<file path="src/dcbrs_pkg.sv">
package dcbrs_pkg;
	localparam int         WORD_W      = 32;
	localparam int         BE_W        = 4;
	localparam int         LINE_WORDS  = 8;
	localparam int         LINE_BITS   = WORD_W * LINE_WORDS;
	localparam int         LINE_OFS_W  = 5;
	localparam int         CHUNK_WORDS = 3;
	localparam int         CHUNK_BITS  = WORD_W * CHUNK_WORDS;
	localparam logic [2:0] LAST_BEAT   = 3'h7;
	localparam logic [3:0] BE_ALL      = 4'hf;
	// line copy from fill buffer to cache, in core cycles
	localparam logic [1:0] FILL_CYCLES = 2'h3;
	// flush work before its line write may be requested, in core cycles
	localparam logic [1:0] FLUSH_PREP  = 2'h2;
	localparam logic [1:0] FLUSH_DEPTH = 2'h2;
	// bus to core clock ratio, 1 to 3; zero reads as 1
	localparam int         RATIO_W     = 2;
endpackage : dcbrs_pkg

</file>
<file path="src/dcbrs_if.sv">
`timescale 1ns/1ps
interface dcbrs_if;
	logic                           bus_en;
	logic                           rd_req;
	logic                           rd_line;
	logic [dcbrs_pkg::WORD_W-1:0]   rd_addr;
	logic [dcbrs_pkg::BE_W-1:0]     rd_be;
	logic                           abort;
	logic                           rd_dval;
	logic [dcbrs_pkg::WORD_W-1:0]   rd_data;
	logic                           wr_req;
	logic                           wr_line;
	logic [dcbrs_pkg::WORD_W-1:0]   wr_addr;
	logic [dcbrs_pkg::BE_W-1:0]     wr_be;
	logic [dcbrs_pkg::WORD_W-1:0]   wr_data;

	modport dcu (
		input  bus_en, rd_dval, rd_data,
		output rd_req, rd_line, rd_addr, rd_be, abort,
		output wr_req, wr_line, wr_addr, wr_be, wr_data
	);
	modport biu (
		output bus_en, rd_dval, rd_data,
		input  rd_req, rd_line, rd_addr, rd_be, abort,
		input  wr_req, wr_line, wr_addr, wr_be, wr_data
	);
endinterface : dcbrs_if

</file>
<file path="src/dcbrs_dcu_end.sv">
`timescale 1ns/1ps
module dcbrs_dcu_end (
	// clock and reset
	input  wire logic                              mclk_i,
	input  wire logic                              rst_n_i,
	// core access
	input  wire logic                              acc_valid_i,
	input  wire logic                              acc_write_i,
	input  wire logic                              acc_line_i,
	input  wire logic [dcbrs_pkg::WORD_W-1:0]      acc_addr_i,
	input  wire logic [dcbrs_pkg::BE_W-1:0]        acc_be_i,
	input  wire logic [dcbrs_pkg::WORD_W-1:0]      acc_wdata_i,
	output logic                                   acc_ready_o,
	output logic                                   rd_done_o,
	output logic [dcbrs_pkg::WORD_W-1:0]           rd_word_o,
	// flush
	input  wire logic                              flush_valid_i,
	input  wire logic [dcbrs_pkg::WORD_W-1:0]      flush_addr_i,
	input  wire logic [dcbrs_pkg::LINE_BITS-1:0]   flush_line_i,
	output logic                                   flush_ready_o,
	// cache fill port
	output logic                                   cache_wr_o,
	output logic [1:0]                             cache_chunk_o,
	output logic [dcbrs_pkg::WORD_W-1:0]           cache_addr_o,
	output logic [dcbrs_pkg::CHUNK_BITS-1:0]       cache_data_o,
	// core reset
	input  wire logic                              core_reset_i,
	// link to the bus unit
	dcbrs_if.dcu                                   bus_if
);
	localparam int LW = dcbrs_pkg::LINE_WORDS;
	localparam int W  = dcbrs_pkg::WORD_W;

	// strobes and pending core access
	logic         bus_en, taking, go_flush, go_wr, go_rd, rd_beat_in, rd_last;
	logic         acc_pend_q, acc_wr_q, acc_line_q;
	logic [W-1:0] acc_addr_q, acc_wdata_q, rd_addr_q, wr_addr_q, wr_data_q;
	logic [3:0]   acc_be_q, rd_be_q, wr_be_q;
	// read side
	logic         rd_req_q, rd_line_q, rd_busy_q;
	logic [2:0]   rd_beat_q, wr_beat_q;
	logic [W-1:0] fill_mem [0:LW-1];
	logic [1:0]   fill_cnt_q, fq_cnt_q, fq_cnt_d, prep_q;
	logic [dcbrs_pkg::CHUNK_BITS-1:0] chunk_d;
	// write side and flush queue
	logic         wr_req_q, wr_line_q, wr_busy_q;
	logic [W-1:0] fq_addr_q [0:1];
	logic [W-1:0] fq_data_q [0:2*LW-1];
	logic         fq_head_q, fq_iss_q, push_slot, push, pop, prep_done_q, abort_q;
	assign bus_en     = bus_if.bus_en;
	// a request is taken on the first bus edge it is seen
	assign taking     = rd_req_q | wr_req_q;
	assign go_flush   = bus_en && !taking && !wr_busy_q && prep_done_q;
	assign go_wr      = bus_en && !taking && !wr_busy_q && !go_flush && !core_reset_i
		&& acc_pend_q && acc_wr_q;
	assign go_rd      = bus_en && !taking && !rd_busy_q && fill_cnt_q == 2'h0
		&& !go_flush && !core_reset_i && acc_pend_q && !acc_wr_q;
	assign rd_beat_in = bus_en && rd_busy_q && !rd_req_q && bus_if.rd_dval;
	assign rd_last    = rd_beat_in && (!rd_line_q || rd_beat_q == dcbrs_pkg::LAST_BEAT);
	assign push       = flush_valid_i && flush_ready_o;
	assign push_slot  = fq_head_q ^ fq_cnt_q[0];
	assign pop        = bus_en && wr_busy_q && !wr_req_q && wr_line_q
		&& wr_beat_q == dcbrs_pkg::LAST_BEAT;
	assign fq_cnt_d   = fq_cnt_q + {1'b0, push} - {1'b0, pop};
	always_ff @(posedge mclk_i) begin
		if (!rst_n_i || core_reset_i) begin
			acc_pend_q  <= 1'b0;
			acc_ready_o <= 1'b0;
		end else if (go_wr || go_rd) begin
			acc_pend_q  <= 1'b0;
			acc_ready_o <= 1'b1;
		end else if (acc_valid_i && acc_ready_o) begin
			acc_pend_q  <= 1'b1;
			acc_ready_o <= 1'b0;
			acc_wr_q    <= acc_write_i;
			acc_line_q  <= acc_line_i;
			acc_addr_q  <= acc_addr_i;
			acc_be_q    <= acc_be_i;
			acc_wdata_q <= acc_wdata_i;
		end else begin
			acc_ready_o <= !acc_pend_q;
		end
	end
	always_ff @(posedge mclk_i) begin
		if (!rst_n_i) begin
			fq_cnt_q      <= 2'h0;
			fq_head_q     <= 1'b0;
			fq_iss_q      <= 1'b0;
			flush_ready_o <= 1'b0;
		end else begin
			fq_cnt_q      <= fq_cnt_d;
			flush_ready_o <= fq_cnt_d != dcbrs_pkg::FLUSH_DEPTH;
			if (pop) begin
				fq_head_q <= ~fq_head_q;
				fq_iss_q  <= 1'b0;
			end else if (go_flush) begin
				fq_iss_q  <= 1'b1;
			end
		end
	end
	// queued line data has no reset; only valid slots are read
	always_ff @(posedge mclk_i) begin
		if (push) begin
			fq_addr_q[push_slot] <= flush_addr_i;
			for (int i = 0; i < LW; i++) begin
				fq_data_q[{push_slot, 3'(i)}] <= flush_line_i[i*W +: W];
			end
		end
	end
	// flush work on the oldest entry not yet requested
	always_ff @(posedge mclk_i) begin
		if (!rst_n_i || go_flush) begin
			prep_q      <= 2'h0;
			prep_done_q <= 1'b0;
		end else if (fq_cnt_q > {1'b0, fq_iss_q} && !prep_done_q) begin
			prep_q      <= prep_q + 2'h1;
			prep_done_q <= (prep_q == dcbrs_pkg::FLUSH_PREP - 2'h1);
		end
	end
	// write requests and data beats
	always_ff @(posedge mclk_i) begin
		if (!rst_n_i) begin
			wr_req_q  <= 1'b0;
			wr_line_q <= 1'b0;
			wr_busy_q <= 1'b0;
			wr_addr_q <= '0;
			wr_be_q   <= 4'h0;
			wr_data_q <= '0;
			wr_beat_q <= 3'h0;
		end else if (go_flush) begin
			wr_req_q  <= 1'b1;
			wr_line_q <= 1'b1;
			wr_busy_q <= 1'b1;
			wr_addr_q <= fq_addr_q[fq_head_q];
			wr_be_q   <= dcbrs_pkg::BE_ALL;
			wr_data_q <= fq_data_q[{fq_head_q, 3'h0}];
			wr_beat_q <= 3'h0;
		end else if (go_wr) begin
			wr_req_q  <= 1'b1;
			wr_line_q <= 1'b0;
			wr_busy_q <= 1'b1;
			wr_addr_q <= acc_addr_q;
			wr_be_q   <= acc_be_q;
			wr_data_q <= acc_wdata_q;
			wr_beat_q <= 3'h0;
		end else if (bus_en && wr_busy_q) begin
			// beat taken; a core reset does not stop it
			wr_req_q <= 1'b0;
			if (!wr_line_q || wr_beat_q == dcbrs_pkg::LAST_BEAT) begin
				wr_busy_q <= 1'b0;
			end else begin
				wr_beat_q <= wr_beat_q + 3'h1;
				wr_data_q <= fq_data_q[{fq_head_q, wr_beat_q + 3'h1}];
			end
		end
	end
	// read requests and tracking
	always_ff @(posedge mclk_i) begin
		if (!rst_n_i) begin
			rd_req_q  <= 1'b0;
			rd_line_q <= 1'b0;
			rd_busy_q <= 1'b0;
			rd_addr_q <= '0;
			rd_be_q   <= 4'h0;
			rd_beat_q <= 3'h0;
		end else if (go_rd) begin
			rd_req_q  <= 1'b1;
			rd_line_q <= acc_line_q;
			rd_busy_q <= 1'b1;
			rd_addr_q <= acc_addr_q;
			rd_be_q   <= acc_line_q ? dcbrs_pkg::BE_ALL : acc_be_q;
			rd_beat_q <= 3'h0;
		end else if (bus_en && rd_req_q) begin
			rd_req_q <= 1'b0;
			if (abort_q) begin
				rd_busy_q <= 1'b0;
			end
		end else if (rd_last) begin
			rd_busy_q <= 1'b0;
		end else if (rd_beat_in) begin
			rd_beat_q <= rd_beat_q + 3'h1;
		end
	end
	always_ff @(posedge mclk_i) begin
		if (rd_beat_in) begin
			fill_mem[rd_beat_q] <= bus_if.rd_data;
		end
	end
	// abort follows core reset one cycle late and rides along with a read request still on the link then
	always_ff @(posedge mclk_i) begin
		if (!rst_n_i) begin
			abort_q <= 1'b0;
		end else begin
			abort_q <= core_reset_i;
		end
	end
	// single read result, unwanted bytes zeroed
	always_ff @(posedge mclk_i) begin
		if (!rst_n_i) begin
			rd_done_o <= 1'b0;
			rd_word_o <= '0;
		end else begin
			rd_done_o <= rd_last && !rd_line_q;
			if (rd_last && !rd_line_q) begin
				rd_word_o <= bus_if.rd_data & {{8{rd_be_q[3]}}, {8{rd_be_q[2]}},
					{8{rd_be_q[1]}}, {8{rd_be_q[0]}}};
			end
		end
	end
	always_comb begin
		chunk_d = '0;
		for (int j = 0; j < dcbrs_pkg::CHUNK_WORDS; j++) begin
			if (int'(dcbrs_pkg::FILL_CYCLES - fill_cnt_q) * 3 + j < LW) begin
				chunk_d[j*W +: W] = fill_mem[int'(dcbrs_pkg::FILL_CYCLES - fill_cnt_q) * 3 + j];
			end
		end
	end
	// fill copy blocks new reads so the buffer is not overwritten
	always_ff @(posedge mclk_i) begin
		if (!rst_n_i) begin
			fill_cnt_q    <= 2'h0;
			cache_wr_o    <= 1'b0;
			cache_chunk_o <= 2'h0;
			cache_addr_o  <= '0;
			cache_data_o  <= '0;
		end else if (rd_last && rd_line_q) begin
			fill_cnt_q   <= dcbrs_pkg::FILL_CYCLES;
			cache_addr_o <= {rd_addr_q[W-1:dcbrs_pkg::LINE_OFS_W], 5'h00};
			cache_wr_o   <= 1'b0;
		end else if (fill_cnt_q != 2'h0) begin
			cache_wr_o    <= 1'b1;
			cache_chunk_o <= dcbrs_pkg::FILL_CYCLES - fill_cnt_q;
			cache_data_o  <= chunk_d;
			fill_cnt_q    <= fill_cnt_q - 2'h1;
		end else begin
			cache_wr_o <= 1'b0;
		end
	end
	assign bus_if.rd_req  = rd_req_q;
	assign bus_if.rd_line = rd_line_q;
	assign bus_if.rd_addr = rd_addr_q;
	assign bus_if.rd_be   = rd_be_q;
	assign bus_if.abort   = abort_q;
	assign bus_if.wr_req  = wr_req_q;
	assign bus_if.wr_line = wr_line_q;
	assign bus_if.wr_addr = wr_addr_q;
	assign bus_if.wr_be   = wr_be_q;
	assign bus_if.wr_data = wr_data_q;
endmodule : dcbrs_dcu_end

</file>
<file path="src/flat_wrapper.sv">
// flat-port wrapper written by rule: the top's interface ports become plain ports
module dcbrs_dcu_end_flat 
  (mclk_i, rst_n_i, acc_valid_i, acc_write_i, acc_line_i, acc_addr_i, acc_be_i, acc_wdata_i, acc_ready_o, rd_done_o, rd_word_o, flush_valid_i, flush_addr_i, flush_line_i, flush_ready_o, cache_wr_o, cache_chunk_o, cache_addr_o, cache_data_o, core_reset_i, bus_if_bus_en, bus_if_rd_dval, bus_if_rd_data, bus_if_rd_req, bus_if_rd_line, bus_if_rd_addr, bus_if_rd_be, bus_if_abort, bus_if_wr_req, bus_if_wr_line, bus_if_wr_addr, bus_if_wr_be, bus_if_wr_data);
  dcbrs_if bus_if_i ();
  input  wire logic mclk_i;
  input  wire logic rst_n_i;
  input  wire logic acc_valid_i;
  input  wire logic acc_write_i;
  input  wire logic acc_line_i;
  input  wire logic [dcbrs_pkg::WORD_W-1:0] acc_addr_i;
  input  wire logic [dcbrs_pkg::BE_W-1:0] acc_be_i;
  input  wire logic [dcbrs_pkg::WORD_W-1:0] acc_wdata_i;
  output logic acc_ready_o;
  output logic rd_done_o;
  output logic [dcbrs_pkg::WORD_W-1:0] rd_word_o;
  input  wire logic flush_valid_i;
  input  wire logic [dcbrs_pkg::WORD_W-1:0] flush_addr_i;
  input  wire logic [dcbrs_pkg::LINE_BITS-1:0] flush_line_i;
  output logic flush_ready_o;
  output logic cache_wr_o;
  output logic [1:0] cache_chunk_o;
  output logic [dcbrs_pkg::WORD_W-1:0] cache_addr_o;
  output logic [dcbrs_pkg::CHUNK_BITS-1:0] cache_data_o;
  input  wire logic core_reset_i;
  input wire logic [$bits(bus_if_i.bus_en)-1:0] bus_if_bus_en;
  input wire logic [$bits(bus_if_i.rd_dval)-1:0] bus_if_rd_dval;
  input wire logic [$bits(bus_if_i.rd_data)-1:0] bus_if_rd_data;
  output wire logic [$bits(bus_if_i.rd_req)-1:0] bus_if_rd_req;
  output wire logic [$bits(bus_if_i.rd_line)-1:0] bus_if_rd_line;
  output wire logic [$bits(bus_if_i.rd_addr)-1:0] bus_if_rd_addr;
  output wire logic [$bits(bus_if_i.rd_be)-1:0] bus_if_rd_be;
  output wire logic [$bits(bus_if_i.abort)-1:0] bus_if_abort;
  output wire logic [$bits(bus_if_i.wr_req)-1:0] bus_if_wr_req;
  output wire logic [$bits(bus_if_i.wr_line)-1:0] bus_if_wr_line;
  output wire logic [$bits(bus_if_i.wr_addr)-1:0] bus_if_wr_addr;
  output wire logic [$bits(bus_if_i.wr_be)-1:0] bus_if_wr_be;
  output wire logic [$bits(bus_if_i.wr_data)-1:0] bus_if_wr_data;
  assign bus_if_i.bus_en = bus_if_bus_en;
  assign bus_if_i.rd_dval = bus_if_rd_dval;
  assign bus_if_i.rd_data = bus_if_rd_data;
  assign bus_if_rd_req = bus_if_i.rd_req;
  assign bus_if_rd_line = bus_if_i.rd_line;
  assign bus_if_rd_addr = bus_if_i.rd_addr;
  assign bus_if_rd_be = bus_if_i.rd_be;
  assign bus_if_abort = bus_if_i.abort;
  assign bus_if_wr_req = bus_if_i.wr_req;
  assign bus_if_wr_line = bus_if_i.wr_line;
  assign bus_if_wr_addr = bus_if_i.wr_addr;
  assign bus_if_wr_be = bus_if_i.wr_be;
  assign bus_if_wr_data = bus_if_i.wr_data;
  dcbrs_dcu_end u_core (.mclk_i(mclk_i), .rst_n_i(rst_n_i), .acc_valid_i(acc_valid_i), .acc_write_i(acc_write_i), .acc_line_i(acc_line_i), .acc_addr_i(acc_addr_i), .acc_be_i(acc_be_i), .acc_wdata_i(acc_wdata_i), .acc_ready_o(acc_ready_o), .rd_done_o(rd_done_o), .rd_word_o(rd_word_o), .flush_valid_i(flush_valid_i), .flush_addr_i(flush_addr_i), .flush_line_i(flush_line_i), .flush_ready_o(flush_ready_o), .cache_wr_o(cache_wr_o), .cache_chunk_o(cache_chunk_o), .cache_addr_o(cache_addr_o), .cache_data_o(cache_data_o), .core_reset_i(core_reset_i), .bus_if(bus_if_i));
endmodule
</file>
<file path="config.mk">
export PLATFORM = sky130hd
export DESIGN_NAME = dcbrs_dcu_end_flat
export DESIGN_NICKNAME = d
export VERILOG_FILES = /design/src/dcbrs_pkg.sv /design/src/dcbrs_if.sv /design/src/dcbrs_dcu_end.sv /design/src/flat_wrapper.sv
export SDC_FILE = /design/constraint.sdc
export NUM_CORES = 1
export LEC_CHECK = 0
export ABC_AREA = 0
export BUFFER_PORTS_ARGS = -buffer_cell sky130_fd_sc_hd__buf_2
export CORE_MARGIN = 1
export CORE_UTILIZATION = 45
export DETAILED_ROUTE_END_ITERATION = 12
export PLACE_DENSITY = 0.65
export SLEW_MARGIN = 20
export SYNTH_ARGS = -nofsm -noshare
export SYNTH_HDL_FRONTEND = slang
export SYNTH_SLANG_ARGS = --single-unit
export TNS_END_PERCENT = 100
</file>
<file path="constraint.sdc">
create_clock -name mclk_i -period 35.9 [get_ports mclk_i]
set_clock_uncertainty 0.15 [all_clocks]
set_input_delay 3.59 -clock mclk_i [delete_from_list [all_inputs] [get_ports mclk_i]]
set_output_delay 3.59 -clock mclk_i [all_outputs]
set_load 0.01 [all_outputs]
</file>
After elaboration in Yosys (flattened, before gate mapping)
Memory sizes are Yosys's and may differ from the RTL's. A register that Yosys moved wholly into a read port is not among the register bits.
Cells that the tools add are included.
{"block": "classes", "eq_ne": 6, "n_reduce_logical": 65, "n_addsub": 10, "bitwise": 11, "n_mux": 40, "n_mul": 1, "magnitude_cmp": 4}
{"op": "32-bit two-way mux", "count": 9}
{"op": "32-bit by 5-bit < comparator with 1-bit output (second input constant)", "count": 3}
{"op": "32-bit by 2-bit adder with 32-bit output (second input constant)", "count": 1}
{"op": "32-bit by 3-bit adder with 32-bit output (second input constant)", "count": 1}
{"op": "32-bit AND", "count": 1}
{"op": "32-bit by 3-bit multiplier with 32-bit output (second input constant)", "count": 1}
{"op": "1-bit logical AND", "count": 27}
{"op": "1-bit two-way mux", "count": 24}
{"op": "4-bit two-way mux", "count": 5}
{"op": "1-bit zero test", "count": 13}
{"op": "2-bit AND reduction", "count": 5}
{"op": "3-bit nonzero test", "count": 3}
{"op": "1-bit inverter", "count": 8}
{"op": "2-bit nonzero test", "count": 4}
{"op": "2-bit OR reduction", "count": 4}
{"op": "3-bit by 1-bit adder with 3-bit output (second input constant)", "count": 2}
{"op": "3-bit == test (second input constant)", "count": 2}
{"op": "3-bit by 1-bit != test with 1-bit output (second input constant)", "count": 2}
{"op": "3-bit AND reduction", "count": 2}
{"op": "1-bit logical OR", "count": 5}
{"op": "2-bit two-way mux", "count": 2}
{"op": "3-bit OR reduction", "count": 1}
{"op": "2-bit by 2-bit subtractor with 3-bit output (first input constant)", "count": 1}
{"op": "2-bit by 1-bit adder with 2-bit output", "count": 1}
{"op": "other kinds (10)", "count": 10}
{"block": "totals", "elab_cells": 174, "mem_count": 3, "register_bits": 358, "ram_bits": 832, "out_inout_bits": 275, "input_bits": 397}
{"name": "u_core.fq_data_q", "depth": 16, "word_bits": 32, "read_ports": 2, "rd_ports_with_merged_regs": 1, "wr": 8, "line_no": "dcbrs_dcu_end.sv:48", "rtl": "logic [W-1:0] fq_data_q [0:2*LW-1];"}
{"name": "u_core.fill_mem", "depth": 8, "word_bits": 32, "read_ports": 3, "rd_ports_with_merged_regs": 0, "wr": 1, "line_no": "dcbrs_dcu_end.sv:42", "rtl": "logic [W-1:0] fill_mem [0:LW-1];"}
{"name": "u_core.fq_addr_q", "depth": 2, "word_bits": 32, "read_ports": 1, "rd_ports_with_merged_regs": 1, "wr": 1, "line_no": "dcbrs_dcu_end.sv:47", "rtl": "logic [W-1:0] fq_addr_q [0:1];"}

Depth between registers and ports, before layout
{"block": "logic_depth", "depth_word": 13, "ltp_mapped": 13, "depth_no_buf": 10}

Worst setup path before layout
Ideal clock, no wire load.
{"block": "synth_path", "path_kind": "input port to flip-flop", "startpoint": "in flush_valid_i", "endpoint": "mem u_core.fq_addr_q[1][0] (netlist bit) (enable)", "path_buffers": 0, "setup_slack_ns": 18.419, "arrival_time_ns": 16.355, "stages": 2, "setup_ns": 0.977, "t_required_ns": 34.773, "cell_sequence": "nand2_1 nor2b_1"}
{"block": "synth_between", "elab_chain_len": 3}
{"element": "start: declaration", "line_no": "flat_wrapper.sv:16", "rtl": "input wire logic flush_valid_i;"}
{"element": "1-bit logical AND", "line_no": "dcbrs_dcu_end.sv:60", "rtl": "assign push = flush_valid_i && flush_ready_o;"}
{"element": "1-bit two-way mux", "line_no": "dcbrs_dcu_end.sv:103", "rtl": "if (push) begin"}
{"element": "1-bit two-way mux (not written as such)", "line_no": "dcbrs_dcu_end.sv:104", "rtl": "fq_addr_q[push_slot] <= flush_addr_i;"}
{"element": "end: declaration", "line_no": "dcbrs_dcu_end.sv:47"}
No other way between the ends.

Worst setup path after layout
{"block": "layout_path", "startpoint": "in bus_if_bus_en", "endpoint": "reg u_core.rd_beat_q[0]"}
{"block": "layout_between", "elab_chain_len": 9, "elab_cells_between_ends": 19, "cone_classes": "bitwise (2); reduce/logical (17)"}
{"element": "start: declaration", "line_no": "flat_wrapper.sv:25", "rtl": "input wire logic [$bits(bus_if_i.bus_en)-1:0] bus_if_bus_en;"}
{"element": "1-bit logical AND", "line_no": "dcbrs_dcu_end.sv:53, dcbrs_dcu_end.sv:56"}
{"element": "1-bit logical AND (2 in a row)", "line_no": "dcbrs_dcu_end.sv:53", "rtl": "assign go_flush = bus_en && !taking && !wr_busy_q && prep_done_q;"}
{"element": "1-bit zero test", "line_no": "dcbrs_dcu_end.sv:57", "rtl": "&& !go_flush && !core_reset_i && acc_pend_q && !acc_wr_q;"}
{"element": "1-bit logical AND (4 in a row)", "line_no": "dcbrs_dcu_end.sv:57"}
{"element": "2-bit OR reduction (no line)"}
{"element": "end signal: assignment", "line_no": "dcbrs_dcu_end.sv:181", "rtl": "rd_beat_q <= rd_beat_q + 3'h1;"}
{"element": "end: declaration", "line_no": "dcbrs_dcu_end.sv:41", "rtl": "logic [2:0] rd_beat_q, wr_beat_q;"}
Parallel ways exist; a longest one is shown, timed or not.
A chain may end at the register's enable or synchronous reset.

==> impl_metrics.csv <==
group,metric,value,unit
sta,tns,0,ns
global_route,grt_use_met1,29.2,%
worst_setup_path,cp-start-kind,"input pin",
synthesis,ys_seq_elements,1192,
synthesis,syn_inst,2966,
die,die-width,330,um
synthesis,avgSynthCellArea,16.3,um^2
cts,postCtsHoldBufs,0,
die,row_count,119,
finish,syn2layout_area_growth,18.4,%
synthesis,synth_commonest_cells,"edfxtp_1, dfxtp_1, nand2_1",
status,status,"finished, final reports clean",
sta,fmax,173,MHz
cts,post-cts-setup-buffer-count,0,
sta,tightest_slew,1.14,ns
synthesis,yosysWarnings,0,
route,dr.pass1.iters,5,
power_and_ir_drop,power,3.51,mW
power_and_ir_drop,p_leak,19.8,nW
cts,cts.clk_slew.worst_paths,0.06,ns
global_route,grtUsageTotal,23.9,%
synthesis,synth_area_leaders,"edfxtp_1, mux4_2, dfxtp_1, mux2i_1, nand2_1",
finish,fin_nets,4012,
global_route,grt_antenna_before_repair,53,
die,pin_count,672,
synthesis,yosysTopAreaCellShare,56.1,%
cts,clock_latency,0.73,ns
synthesis,yosysMostFrequentCell,"edfxtp_1",
worst_hold_path,worstHoldPathType,"reg2reg",
cts,cts_tree,"done",
route,routed_wl,130000,um
global_route,grt_pass1_vias,29300,
worst_setup_path,crit_slowest_cell,"nor4b_4",
route,route.detailed.drc,0,
global_route,grt_overflow,0,
global_route,grt_pass1_wl,189000,um
worst_setup_path,cp-end-kind,"flop",
placed_design,place_congestion,0.811,
placed_design,dpl.hpwl,86000,um
placed_design,dp_slack,29.34,ns
die,die_y,330,um
finish,fin_util,54.0,%
synthesis,synth_seq_area_share,68.1,%
sta,finalSetupViolCount,0,
synthesis,ys_dominant_reg_cell,"edfxtp_1",
worst_setup_path,path_class,"in2reg",
synthesis,synth-edff-count,902,
global_route,grt_max_degree,193,
worst_setup_path,crit_chain,"buf_2 > nor4b_4 > buf_4 > and2_1 > buf_4 > or3_4 > nand2_1 > nor2_1",
synthesis,yosys.area.top_type,"edfxtp_1",
finish,fillerInstances,8525,
global_route,gr-max-usage-layer,"met2",
placed_design,port_buffers,666,
sta,finalMaxSlewViolations,0,
synthesis,ys_types,60,
die,die-area,109000,um^2
worst_setup_path,cp_data_required_time,36.41,ns
worst_setup_path,path_buf_inv,3,
job,drv_cap,0,
worst_setup_path,slowest_delay,0.59,ns
sta,min_period,5.80,ns
finish,drive_gt1_share,34.7,%
cts,cts.sinks,1192,
route,avgRoutedWirePerCell,25.4,um
sta,slew-limit-headroom,24.2,%
sta,setup_ws,30.10,ns
sta,period_share,16.1,%
die,core_area,106000,um^2
route,drt_iter0_markers,2275,
worst_setup_path,crit_arrival,6.31,ns
synthesis,syn_area,48300,um^2
worst_setup_path,crit_family,"simple AND/OR/NAND/NOR gates",
worst_setup_path,worstPathMaxFanout,39,
global_route,grt_use_met3,6.74,%
route,vias_per_cell,5.62,
power_and_ir_drop,ir_worst_vdd,0.0000508,V
global_route,met2_usage,39.9,%
cts,cts_max_level,4,
cts,cts_buffers,130,
sta,hold_viol,0,
cts,root_buffer,"clkbuf_16",
worst_setup_path,crit_top_cell,"buf_4",
synthesis,postSynth.asyncResetShare,0,%
die,initial_core_util,45.6,%
cts,cts_resized,0,
power_and_ir_drop,powerDensity,61.4,nW/um^2
sta,rsz0062_at_grt,"no",
placed_design,placed_cells,4859,
cts,clockBufferDepth,3,
route,vias,28800,
finish,final_cell_count_no_fill,5130,
route,antenna_left,0,
## worst paths after layout
kind,from,end,slack (ns),cells after the start
hold reg to reg,u_core.cache_data_o[44],u_core.cache_data_o[44],0.30,2
setup reg to reg,u_core.fill_cnt_q[0],u_core.cache_data_o[89],31.56,8
setup / recovery,bus_if_bus_en,u_core.rd_beat_q[0],30.10,8
hold / removal,u_core.cache_data_o[44],u_core.cache_data_o[44],0.30,2
## cells by family (layout without fill, tap and decap cells)
logic type / count (synthesis) / in the layout / synth area share (%)
flip-flops: 1192 / 1192 / 68.1
AND/OR/NAND/NOR: 658 / 658 / 6.22
multiplexers: 465 / 465 / 17.2
AO/OA/AOI/OAI: 401 / 401 / 5.70
buffers and inverters: 228 / 965 / 2.28
adder cells (fa/ha/maj): 13 / 13 / 0.337
XOR/XNOR: 8 / 8 / 0.145
other: 1 / 37 / 0.00777
## worst register-to-register path, delay by kind of cell (launching register included)
family / cells / cell delay (ns)
adders and majority gates: 1 / 0.75
and+or+nand+nor: 1 / 0.17
AOI/OAI and AO/OA: 3 / 0.72
DFF: 1 / 0.93
buffers and inverters: 3 / 1.52
## cell usage in the layout, fill, tap and decap left out, drive strengths merged, types with 71 or more instances in the layout
cell,count
mux2,71
nand2,279
a21boi,131
mux2i,112
nor2,136
mux4,282
edfxtp,902
clkbuf,182
buf,716
dfxtp,290
o21ai,73
## final cells by class
cell class	instances	area, um^2	area share (%)
antenna	32	80.1	0.140
timing repair buffer	717	3810	6.67
tap	1391	1740	3.04
clock inverter	56	527	0.921
inverter	11	41.3	0.0722
sequential	1192	32900	57.5
clock buffer	181	3600	6.29
multi-input combinational	1550	14500	25.3
## metrics by stage
step	hold slack (ns)	area, um^2
after global placement	0.290	52900
final	0.303	57200
after global routing	0.319	57100
after detailed placement	0.294	52900
after CTS	0.303	57000
after floorplan	0.315	48300
## state kept, by name (all words and copies together), names as in the netlist, 32 cells and up, named ones only
signal,cells
u_core.fq_data_q,512
u_core.fill_mem,256
u_core.acc_addr_q,32
u_core.fq_addr_q,64
u_core.bus_if.wr_data,32
u_core.acc_wdata_q,32
u_core.rd_word_o,32
u_core.cache_data_o,96
u_core.bus_if.rd_addr,32
u_core.bus_if.wr_addr,32
## routing by layer
| layer | share of wire, % | wire length (um) |
|---|---|---|
| met4 | 3.4 | 4400 |
| met3 | 8.6 | 11200 |
| met1 | 38 | 49500 |
| met5 | 0.21 | 271 |
| met2 | 50 | 65100 |
## where the power goes
group | internal (mW) | switching, mW
Sequential | 1.55 | 0.0422
Combinational | 0.291 | 0.337
Clock | 0.748 | 0.537
Total | 2.59 | 0.916
No activity file was read; power rests on OpenSTA's default activity.
